### src/rtl/sdo_sync_pkg.sv
// Shared constants and types for the parameter-access abort and sync-status block
package sdo_sync_pkg;
  // Abort codes, high and low halves
  localparam logic [15:0] ab_hi_access = 16'h0601;
  localparam logic [15:0] ab_hi_noobj = 16'h0602;
  localparam logic [15:0] ab_hi_incons = 16'h0604;
  localparam logic [15:0] ab_hi_hw = 16'h0606;
  localparam logic [15:0] ab_hi_type = 16'h0607;
  localparam logic [15:0] ab_hi_sub = 16'h0609;
  localparam logic [15:0] ab_hi_state = 16'h0800;
  localparam logic [15:0] ab_lo_none = 16'h0000;
  localparam logic [15:0] ab_lo_incons = 16'h0047;
  localparam logic [15:0] ab_lo_type = 16'h0010;
  localparam logic [15:0] ab_lo_long = 16'h0012;
  localparam logic [15:0] ab_lo_short = 16'h0013;
  localparam logic [15:0] ab_lo_nosub = 16'h0011;
  localparam logic [15:0] ab_lo_range = 16'h0030;
  localparam logic [15:0] ab_lo_high = 16'h0031;
  localparam logic [15:0] ab_lo_low = 16'h0032;
  localparam logic [15:0] ab_lo_inval = 16'h0020;
  localparam logic [15:0] ab_lo_local = 16'h0021;
  // Low codes not given for storage and NMT faults
  localparam logic [15:0] ab_lo_hw = 16'h0000;
  localparam logic [15:0] ab_lo_nmt = 16'h0000;

  // APB register byte addresses
  localparam logic [7:0] reg_req = 8'h00;
  localparam logic [7:0] reg_abort = 8'h04;
  localparam logic [7:0] reg_ctrl = 8'h08;
  localparam logic [7:0] reg_err = 8'h0c;
  localparam logic [7:0] reg_sync_cfg = 8'h10;
  localparam logic [7:0] reg_sync_stat = 8'h14;
  localparam logic [7:0] reg_sb_period = 8'h18;
  localparam logic [7:0] reg_sb_pos = 8'h1c;
  localparam logic [7:0] reg_co_period = 8'h20;
  localparam logic [7:0] reg_co_pos = 8'h24;

  // Control word acknowledge bit
  localparam int ctrl_ack_bit = 7;
  localparam logic [15:0] ctrl_ack_val = 16'h0080;

  // Control source selection
  localparam logic [1:0] src_statemachine = 2'h0;
  localparam logic [1:0] src_panel = 2'h1;
  localparam logic [1:0] src_terminal = 2'h2;
  localparam logic [1:0] src_panel_term = 2'h3;

  // System-bus sync modes
  localparam logic [3:0] sb_mode_off = 4'h0;
  localparam logic [3:0] sb_mode_pdo1 = 4'h1;
  localparam logic [3:0] sb_mode_pdo2 = 4'h2;
  localparam logic [3:0] sb_mode_pdo3 = 4'h3;
  localparam logic [3:0] sb_mode_sync = 4'ha;
  localparam logic [10:0] sync_id_default = 11'h080;

  // Timing
  localparam int clk_mhz = 25;
  localparam int us_cycles = clk_mhz;
  localparam int task_period_us = 1000;
  localparam logic [9:0] shift_min_us = 10'd700;
  localparam logic [9:0] shift_max_us = 10'd900;
  localparam logic [9:0] shift_def_us = 10'd800;
  localparam logic [9:0] lock_tol_us = 10'h014;
  localparam logic [2:0] lock_count = 3'h4;
  localparam logic [15:0] period_reset = 16'h0000;

  // One parameter request with its fault causes
  typedef struct packed {
    logic no_object;
    logic bad_access;
    logic no_subindex;
    logic incons;
    logic type_bad;
    logic too_long;
    logic too_short;
    logic range_gen;
    logic range_high;
    logic range_low;
    logic invalid_op;
    logic locked_run;
    logic nmt_bad;
    logic store_fail;
  } req_faults_type;

  typedef struct packed {
    logic [15:0] hi;
    logic [15:0] lo;
  } abort_code_type;

  typedef enum logic [2:0] {
    st_idle = 3'b001,
    st_eval = 3'b010,
    st_answer = 3'b100
  } srv_state_type;
endpackage

### src/rtl/sdo_sync_ctrl.sv
// Parameter-access abort coder, error reset and sync-status monitor
`timescale 1ns/1ps
module sdo_sync_ctrl (
  input wire logic ref_clk,
  input wire logic sys_rst,
  input wire logic psel,
  input wire logic penable,
  input wire logic pwrite,
  input wire logic [31:0] paddr,
  input wire logic [31:0] pwdata,
  output logic [31:0] prdata,
  output logic pready,
  output logic pslverr,
  input wire logic req_valid,
  input wire sdo_sync_pkg::req_faults_type req_faults,
  output logic req_ready,
  output logic resp_valid,
  output logic resp_abort,
  output sdo_sync_pkg::abort_code_type resp_code,
  input wire logic ctrl_word_valid,
  input wire logic [15:0] ctrl_word,
  input wire logic panel_stop,
  input wire logic ack_signal,
  input wire logic ack_input_hw,
  input wire logic error_set,
  output logic error_active,
  input wire logic sb_sync_tick,
  input wire logic sb_pdo_tick,
  input wire logic co_sync_tick,
  output logic task_tick,
  output logic sb_sync_ok,
  output logic co_sync_ok
);
  sdo_sync_pkg::srv_state_type state_r;
  sdo_sync_pkg::req_faults_type faults_r;
  sdo_sync_pkg::abort_code_type code_nxt;
  logic abort_nxt;
  logic [1:0] ctrl_src_r;
  logic [3:0] sb_mode_r;
  logic [9:0] shift_r;
  logic error_r;
  logic ack_sig_d_r;
  logic panel_d_r;
  logic [4:0] us_div_r;
  logic us_tick;
  logic [9:0] task_us_r;
  logic [9:0] sync_us;
  logic sb_event;
  logic [15:0] period_r [2];
  logic [15:0] run_r [2];
  logic [9:0] pos_r [2];
  logic [2:0] lock_r [2];
  logic [1:0] ok_r;
  logic [1:0] ev;
  logic apb_wr;
  logic apb_rd;

  assign apb_wr = psel && penable && pwrite;
  // Read data is registered in the setup cycle so it stands in the access cycle
  assign apb_rd = psel && !penable && !pwrite;
  assign pready = 1'b1;

  // Request server: each request yields exactly one answer
  assign req_ready = (state_r == sdo_sync_pkg::st_idle);

  always_ff @(posedge ref_clk or posedge sys_rst) begin
    if (sys_rst) begin
      state_r <= sdo_sync_pkg::st_idle;
      faults_r <= '0;
    end else begin
      case (state_r)
        sdo_sync_pkg::st_idle: begin
          if (req_valid) begin
            faults_r <= req_faults;
            state_r <= sdo_sync_pkg::st_eval;
          end
        end
        sdo_sync_pkg::st_eval: state_r <= sdo_sync_pkg::st_answer;
        sdo_sync_pkg::st_answer: state_r <= sdo_sync_pkg::st_idle;
        default: state_r <= sdo_sync_pkg::st_idle;
      endcase
    end
  end

  // Priority: existence, access, type, range, state, consistency, hardware
  always_comb begin
    abort_nxt = 1'b1;
    code_nxt = '{sdo_sync_pkg::ab_hi_state, sdo_sync_pkg::ab_lo_none};
    if (faults_r.no_object) begin
      code_nxt = '{sdo_sync_pkg::ab_hi_noobj, sdo_sync_pkg::ab_lo_none};
    end else if (faults_r.no_subindex) begin
      code_nxt = '{sdo_sync_pkg::ab_hi_sub, sdo_sync_pkg::ab_lo_nosub};
    end else if (faults_r.bad_access) begin
      code_nxt = '{sdo_sync_pkg::ab_hi_access, sdo_sync_pkg::ab_lo_none};
    end else if (faults_r.too_long) begin
      code_nxt = '{sdo_sync_pkg::ab_hi_type, sdo_sync_pkg::ab_lo_long};
    end else if (faults_r.too_short) begin
      code_nxt = '{sdo_sync_pkg::ab_hi_type, sdo_sync_pkg::ab_lo_short};
    end else if (faults_r.type_bad) begin
      code_nxt = '{sdo_sync_pkg::ab_hi_type, sdo_sync_pkg::ab_lo_type};
    end else if (faults_r.range_high) begin
      code_nxt = '{sdo_sync_pkg::ab_hi_sub, sdo_sync_pkg::ab_lo_high};
    end else if (faults_r.range_low) begin
      code_nxt = '{sdo_sync_pkg::ab_hi_sub, sdo_sync_pkg::ab_lo_low};
    end else if (faults_r.range_gen) begin
      code_nxt = '{sdo_sync_pkg::ab_hi_sub, sdo_sync_pkg::ab_lo_range};
    end else if (faults_r.nmt_bad) begin
      code_nxt = '{sdo_sync_pkg::ab_hi_state, sdo_sync_pkg::ab_lo_nmt};
    end else if (faults_r.locked_run) begin
      code_nxt = '{sdo_sync_pkg::ab_hi_state, sdo_sync_pkg::ab_lo_local};
    end else if (faults_r.invalid_op) begin
      code_nxt = '{sdo_sync_pkg::ab_hi_state, sdo_sync_pkg::ab_lo_inval};
    end else if (faults_r.incons) begin
      code_nxt = '{sdo_sync_pkg::ab_hi_incons, sdo_sync_pkg::ab_lo_incons};
    end else if (faults_r.store_fail) begin
      code_nxt = '{sdo_sync_pkg::ab_hi_hw, sdo_sync_pkg::ab_lo_hw};
    end else begin
      abort_nxt = 1'b0;
      code_nxt = '0;
    end
  end

  always_ff @(posedge ref_clk or posedge sys_rst) begin
    if (sys_rst) begin
      resp_valid <= 1'b0;
      resp_abort <= 1'b0;
      resp_code <= '0;
    end else begin
      resp_valid <= (state_r == sdo_sync_pkg::st_eval);
      if (state_r == sdo_sync_pkg::st_eval) begin
        resp_abort <= abort_nxt;
        resp_code <= code_nxt;
      end
    end
  end

  // Error latch; a new error wins over a reset in the same cycle
  always_ff @(posedge ref_clk or posedge sys_rst) begin
    if (sys_rst) begin
      error_r <= 1'b0;
      ack_sig_d_r <= 1'b0;
      panel_d_r <= 1'b0;
    end else begin
      ack_sig_d_r <= ack_signal;
      panel_d_r <= panel_stop;
      if (error_set) begin
        error_r <= 1'b1;
      end else if (ctrl_word_valid && ctrl_word[sdo_sync_pkg::ctrl_ack_bit]
                   && ctrl_src_r == sdo_sync_pkg::src_statemachine) begin
        error_r <= 1'b0;
      end else if (panel_stop && !panel_d_r && (ctrl_src_r == sdo_sync_pkg::src_panel
                   || ctrl_src_r == sdo_sync_pkg::src_panel_term)) begin
        error_r <= 1'b0;
      end else if (ack_signal && !ack_sig_d_r && (ack_input_hw
                   || ctrl_src_r == sdo_sync_pkg::src_terminal
                   || ctrl_src_r == sdo_sync_pkg::src_panel_term)) begin
        error_r <= 1'b0;
      end
    end
  end
  assign error_active = error_r;

  // Configuration registers
  always_ff @(posedge ref_clk or posedge sys_rst) begin
    if (sys_rst) begin
      ctrl_src_r <= sdo_sync_pkg::src_statemachine;
      sb_mode_r <= sdo_sync_pkg::sb_mode_off;
      shift_r <= sdo_sync_pkg::shift_def_us;
    end else if (apb_wr) begin
      if (paddr[7:0] == sdo_sync_pkg::reg_ctrl) begin
        ctrl_src_r <= pwdata[1:0];
      end
      if (paddr[7:0] == sdo_sync_pkg::reg_sync_cfg) begin
        if (pwdata[3:0] <= sdo_sync_pkg::sb_mode_pdo3
            || pwdata[3:0] == sdo_sync_pkg::sb_mode_sync) begin
          sb_mode_r <= pwdata[3:0];
        end
        if (pwdata[25:16] < sdo_sync_pkg::shift_min_us) begin
          shift_r <= sdo_sync_pkg::shift_min_us;
        end else if (pwdata[25:16] > sdo_sync_pkg::shift_max_us) begin
          shift_r <= sdo_sync_pkg::shift_max_us;
        end else begin
          shift_r <= pwdata[25:16];
        end
      end
    end
  end

  // Microsecond divider and 1 ms periodic task counter
  assign us_tick = (us_div_r == 5'(sdo_sync_pkg::us_cycles - 1));
  always_ff @(posedge ref_clk or posedge sys_rst) begin
    if (sys_rst) begin
      us_div_r <= '0;
      task_us_r <= '0;
    end else begin
      us_div_r <= us_tick ? 5'h00 : us_div_r + 5'h01;
      if (us_tick) begin
        task_us_r <= (task_us_r == 10'(sdo_sync_pkg::task_period_us - 1)) ? 10'h000
                     : task_us_r + 10'h001;
      end
    end
  end
  assign task_tick = us_tick && (task_us_r == 10'(sdo_sync_pkg::task_period_us - 1));

  // Sync position relative to the shifted sync point
  assign sync_us = (task_us_r >= shift_r) ? task_us_r - shift_r
                   : task_us_r + 10'(sdo_sync_pkg::task_period_us) - shift_r;

  // Mode selects which system-bus event synchronizes
  always_comb begin
    case (sb_mode_r)
      sdo_sync_pkg::sb_mode_pdo1, sdo_sync_pkg::sb_mode_pdo2,
      sdo_sync_pkg::sb_mode_pdo3: sb_event = sb_pdo_tick;
      sdo_sync_pkg::sb_mode_sync: sb_event = sb_sync_tick;
      default: sb_event = 1'b0;
    endcase
  end
  assign ev = {co_sync_tick, sb_event};

  // Per source: interval, position and lock detection
  genvar g;
  generate
    for (g = 0; g < 2; g++) begin : g_src
      always_ff @(posedge ref_clk or posedge sys_rst) begin
        if (sys_rst) begin
          run_r[g] <= sdo_sync_pkg::period_reset;
          period_r[g] <= sdo_sync_pkg::period_reset;
          pos_r[g] <= '0;
          lock_r[g] <= '0;
          ok_r[g] <= 1'b0;
        end else begin
          if (ev[g]) begin
            run_r[g] <= '0;
            // A microsecond tick in the event cycle still belongs to the closing interval
            period_r[g] <= (us_tick && run_r[g] != 16'hffff) ? run_r[g] + 16'h0001
                           : run_r[g];
            pos_r[g] <= sync_us;
            // Lock needs several events at a near-constant task position
            if ((sync_us >= pos_r[g] ? sync_us - pos_r[g] : pos_r[g] - sync_us)
                <= sdo_sync_pkg::lock_tol_us) begin
              if (lock_r[g] != sdo_sync_pkg::lock_count) begin
                lock_r[g] <= lock_r[g] + 3'h1;
              end
            end else begin
              lock_r[g] <= '0;
            end
          end else if (us_tick && run_r[g] != 16'hffff) begin
            run_r[g] <= run_r[g] + 16'h0001;
          end
          // Lock drops if events stop for two task periods
          ok_r[g] <= (lock_r[g] == sdo_sync_pkg::lock_count)
                     && (run_r[g] < 16'(2 * sdo_sync_pkg::task_period_us))
                     && !(g == 0 && sb_mode_r == sdo_sync_pkg::sb_mode_off);
        end
      end
    end
  endgenerate
  assign sb_sync_ok = ok_r[0];
  assign co_sync_ok = ok_r[1];

  // APB read mux
  always_ff @(posedge ref_clk or posedge sys_rst) begin
    if (sys_rst) begin
      prdata <= '0;
    end else if (apb_rd) begin
      case (paddr[7:0])
        sdo_sync_pkg::reg_req: prdata <= {31'h0, req_ready};
        sdo_sync_pkg::reg_abort: prdata <= resp_code;
        sdo_sync_pkg::reg_ctrl: prdata <= {30'h0, ctrl_src_r};
        sdo_sync_pkg::reg_err: prdata <= {31'h0, error_r};
        sdo_sync_pkg::reg_sync_cfg: prdata <= {6'h0, shift_r, 12'h0, sb_mode_r};
        sdo_sync_pkg::reg_sync_stat: prdata <= {30'h0, ok_r[1], ok_r[0]};
        sdo_sync_pkg::reg_sb_period: prdata <= {16'h0, period_r[0]};
        sdo_sync_pkg::reg_sb_pos: prdata <= {22'h0, pos_r[0]};
        sdo_sync_pkg::reg_co_period: prdata <= {16'h0, period_r[1]};
        sdo_sync_pkg::reg_co_pos: prdata <= {22'h0, pos_r[1]};
        default: prdata <= '0;
      endcase
    end
  end

  // Unmapped addresses answer with an error in the access phase
  always_comb begin
    pslverr = 1'b0;
    if (psel && penable && (paddr[1:0] != 2'b00 || paddr[7:0] > sdo_sync_pkg::reg_co_pos
        || paddr[31:8] != 24'h0)) begin
      pslverr = 1'b1;
    end
  end
endmodule

### config.mk
export PLATFORM = sky130hd
export DESIGN_NAME = sdo_sync_ctrl
export DESIGN_NICKNAME = d
export VERILOG_FILES = /design/src/rtl/sdo_sync_pkg.sv /design/src/rtl/sdo_sync_ctrl.sv
export SDC_FILE = /design/constraint.sdc
export NUM_CORES = 1
export LEC_CHECK = 0
export BUFFER_PORTS_ARGS = -buffer_cell sky130_fd_sc_hd__buf_2
export CAP_MARGIN = 20
export CORE_MARGIN = 5
export CORE_UTILIZATION = 50
export CTS_BUF_LIST = sky130_fd_sc_hd__clkbuf_4 sky130_fd_sc_hd__clkbuf_8 sky130_fd_sc_hd__clkbuf_16
export CTS_CLUSTER_DIAMETER = 80
export DETAILED_ROUTE_END_ITERATION = 12
export HOLD_SLACK_MARGIN = 0.06
export PLACE_DENSITY = 0.76
export SKIP_LAST_GASP = 1
export SLEW_MARGIN = 15
export SYNTH_ARGS = -nofsm -noshare
export SYNTH_HDL_FRONTEND = slang
export SYNTH_SLANG_ARGS = --single-unit
export TNS_END_PERCENT = 1
### constraint.sdc
create_clock -name ref_clk -period 17.08 [get_ports ref_clk]
set_clock_uncertainty 0.2 [all_clocks]
set_input_delay 0.854 -clock ref_clk [delete_from_list [all_inputs] [get_ports ref_clk]]
set_output_delay 0.854 -clock ref_clk [all_outputs]
set_load 0.01 [all_outputs]
==> reports/results.txt <==
Antenna Violating Nets Remaining - 0
clock power share - 36.4%
Num CTS Buffers - 17
layout cell share with drive strength beyond 1 - 15.8%
IO Port Bufs - 123
Post-Syn Instances - 1232
FF+latch area - 4610 sq um
All-Layer GR Usage - 20.9%
Setup TNS - 0 ns
CP cell instances - inv_1 -> ha_1 -> inv_1 -> fa_1 -> a31oi_2 -> nor2_1 -> a211o_1 -> a211o_1 -> a21oi_2 -> nor2_1 -> a21oi_1 -> inv_1 -> ha_1 -> a21o_1 -> a21oi_1 -> and4_1 -> a221oi_1 -> nor4_2 -> nand4b_1 -> a32o_1 -> a31o_1 -> a21oi_2
Detailed Route WL - 26900 um
initial antenna violation count - 0
async set-reset flop share out of synthesis - 100%
Worst-path clk slew - 0.07 ns
Nets - 1518
fraction of power spent switching nets - 29.0%
outcome - finished clean
fin crit share - 35.5%
1st-iter DRT viols - 608
# resized after CTS - 0
Synth top area share - 40.7%
wire length per cell - 16.5 um
slew margin rel. - 31.5%
number of global-route vias before repair - 8797
Rows - 54
simple-gate share of the synthesized area - 19.0%
WP depth - 22
switching pwr - 0.321 mW
# H-tree levels - 4
largest net degree at the start of global routing - 103
Min-Delay Path Class - reg2reg
Final Max Slew Viols - 0
synthesized area per cell - 8.99 sq um
Die H - 159 um
Yosys cell types - 84
Synth Cell Area - 11100 sq um
Multi-input gate area - 5840 sq um
post-synthesis compound-gate area fraction - 16.0%
Startpoint Class - flip-flop
area grow syn2layout - 12.4%
Synth Warn # - 0
top cells by area, synth - dfrtp_1, ha_1, nor2_1, nand2_1, o21ai_0
flops & latches, synth - 184
CP max stage delay - 0.54 ns
dominant synthesized flop cell - dfrtp_1
PD cells - 88.8 nW/um^2
FF-to-FF path depth - 22
Area after DPL - 11800 sq um
RSZ-0062 raised after global routing - no
CTS tree - built
Critical Path AT - 6.23 ns
Max Fclk - 165 MHz
classification of the worst setup path - reg2reg
Root Driver - clkbuf_16
Crit. End Element - flip-flop
first-pass GRT wire length - 44600 um
Pre-antenna DRT Iters - 5
Worst Hold Depth - 2
CTS Hold Buffers Added - 0
sequential fraction of the synthesis area - 41.6%
maxcap violations - 0
worst vdd rail ir drop - 69.0 uV
CP Max Fanout - 15
detailed-route DRC error count - 0
DPL Wire Length - 20000 um
vias after detailed routing - 9134
IO Count - 181
diodes inserted - 0
Flop pwr share - 46.5%
fill count - 1877
XOR/XNOR share of the synthesized area - 5.06%
setup slack, reg-to-reg - 11.01 ns
EDFF count, synth - 0
die area - 25200 sq um
fin crit period - 6.07 ns
area share of fa/ha/maj cells after synthesis - 8.81%
Synth area leader - dfrtp_1
post-synthesis mux area share - 2.96%
Leakage - 6.03 nW
grt ovf - 0
final instance area - 12400 sq um
Most common cell on crit path - inv_1
Crit path max-delay family - compound AO/OA/AOI/OAI gates
core area - 21800 sq um
final hold viol count - 0
largest family of logic cells by synthesized area - simple AND/OR/NAND/NOR gates
# clock sinks - 184
Die X-Extent - 159 um
buffers inserted by post-CTS timing repair - 0
RD Place Congestion - 0.907
CP max-delay cell - a21oi_1
worst-skew pair later-pin latency - 0.42 ns
clock buffer depth - 2
P_int - 0.785 mW
Comb pwr share - 17.1%
initial core utilization - 50.8%
Least-Margin Pin Slew - 1.02 ns
required time worst endpoint - 17.23 ns
Bufs and invs on worst path - 3
via density per instance - 5.61
Setup-failing EPs final - 0
## metal layers
metal  GRT usage (%)  routed length (um)  vias up
met5               0                   0        -
met4            5.55                 534        0
met1            28.2               12000     4395
met2            35.7               13300      234
li1                -                   -     4466
met3            2.67                1070       39
## cell type report
cell class / count / area share, %
inverters: 88 / 2.69
clock inverters: 10 / 1.07
repair buffers: 133 / 5.71
multi-input cells: 911 / 46.9
well taps: 280 / 2.81
clock buffers: 22 / 3.77
flip-flops and latches: 184 / 37.0
## cell usage in the layout (no fill, tap or decap), types with 10 or more instances in the layout
cell | synthesis | routed
mux2_2 | 18 | 18
nand2_1 | 131 | 131
ha_1 | 70 | 70
o21ai_0 | 69 | 69
nand3_1 | 37 | 37
nor2_1 | 147 | 147
xnor2_1 | 26 | 26
clkbuf_16 | 0 | 17
a221oi_1 | 11 | 11
nor4_1 | 15 | 15
a21oi_1 | 68 | 68
and3_1 | 11 | 11
nand4_1 | 16 | 16
xor2_1 | 38 | 38
a21o_1 | 13 | 13
a31oi_1 | 19 | 19
dfrtp_1 | 180 | 180
buf_2 | 12 | 123
a22oi_1 | 10 | 10
inv_1 | 88 | 87
nor3_1 | 29 | 28
conb_1 | 2 | 24
## cell families (layout without fill, tap and decap cells)
kind of cell,count (synthesis),count (layout)
compound gates,272,272
buf+inv,159,253
fa+ha+maj,75,75
simple gates,448,448
flops,184,184
mux,28,28
other cells,2,24
xor+xnor,64,64
## state kept, by name, indices dropped and copies added (netlist names), 3 cells and up
name / count
period_r: 32
run_r: 32
prdata: 28
pos_r: 20
faults_r: 14
resp_code: 11
shift_r: 10
task_us_r: 10
lock_r: 6
us_div_r: 5
sb_mode_r: 4
state_r: 3
## synthesized netlist by cell type, types with 12 or more instances
cell type,number
nand4_1,16
ha_1,70
xnor2_1,26
mux2_2,18
nand2_1,131
nor2_1,147
nand3_1,37
a21o_1,13
buf_4,26
buf_2,12
a31oi_1,19
dfrtp_1,180
nor4_1,15
o21ai_0,69
inv_1,88
nor3_1,29
clkbuf_1,30
a21oi_1,68
xor2_1,38
## worst min-delay path, stage by stage (launching register included)
cell and delay [ns]:
dfrtp_1 0.34, nand2_1 0.05, nand2_1 0.05
## power groups by stage
stage               clock network [mW]  registers, mW  logic [mW]
detailed placement                   0          0.522       0.187
CTS                              0.408          0.514       0.189
floorplan                            0          0.519       0.131
finish                           0.402          0.515       0.189
global placement                     0          0.520       0.184
global route                     0.427          0.521       0.211
## metrics by stage
stage / cells / power [mW] / worst slack [ns] / utilization, % / hold WS, ns
2_1_floorplan: 1254 / 0.649 / 11.03 / - / 0.245
3_3_place_gp: 1594 / 0.704 / 11.16 / 54.1 / 0.248
3_5_place_dp: 1594 / 0.710 / 11.06 / 54.1 / 0.251
4_1_cts: 1626 / 1.11 / 11.00 / 56.9 / 0.266
5_1_grt: 1628 / 1.16 / 10.63 / 57.0 / 0.297
6_report: 1628 / 1.11 / 11.01 / 57.0 / 0.265
## worst paths after layout
path / startpoint / endpoint
setup / recovery: task_us_r[0] / lock_r[2]
hold / removal: prdata[26] / prdata[26]
setup reg to reg: task_us_r[0] / lock_r[2]
hold reg to reg: prdata[26] / prdata[26]
max in group asynchronous: sys_rst / shift_r[8]
min in group asynchronous: sys_rst / error_active
Power figures use the tool's default switching activity.
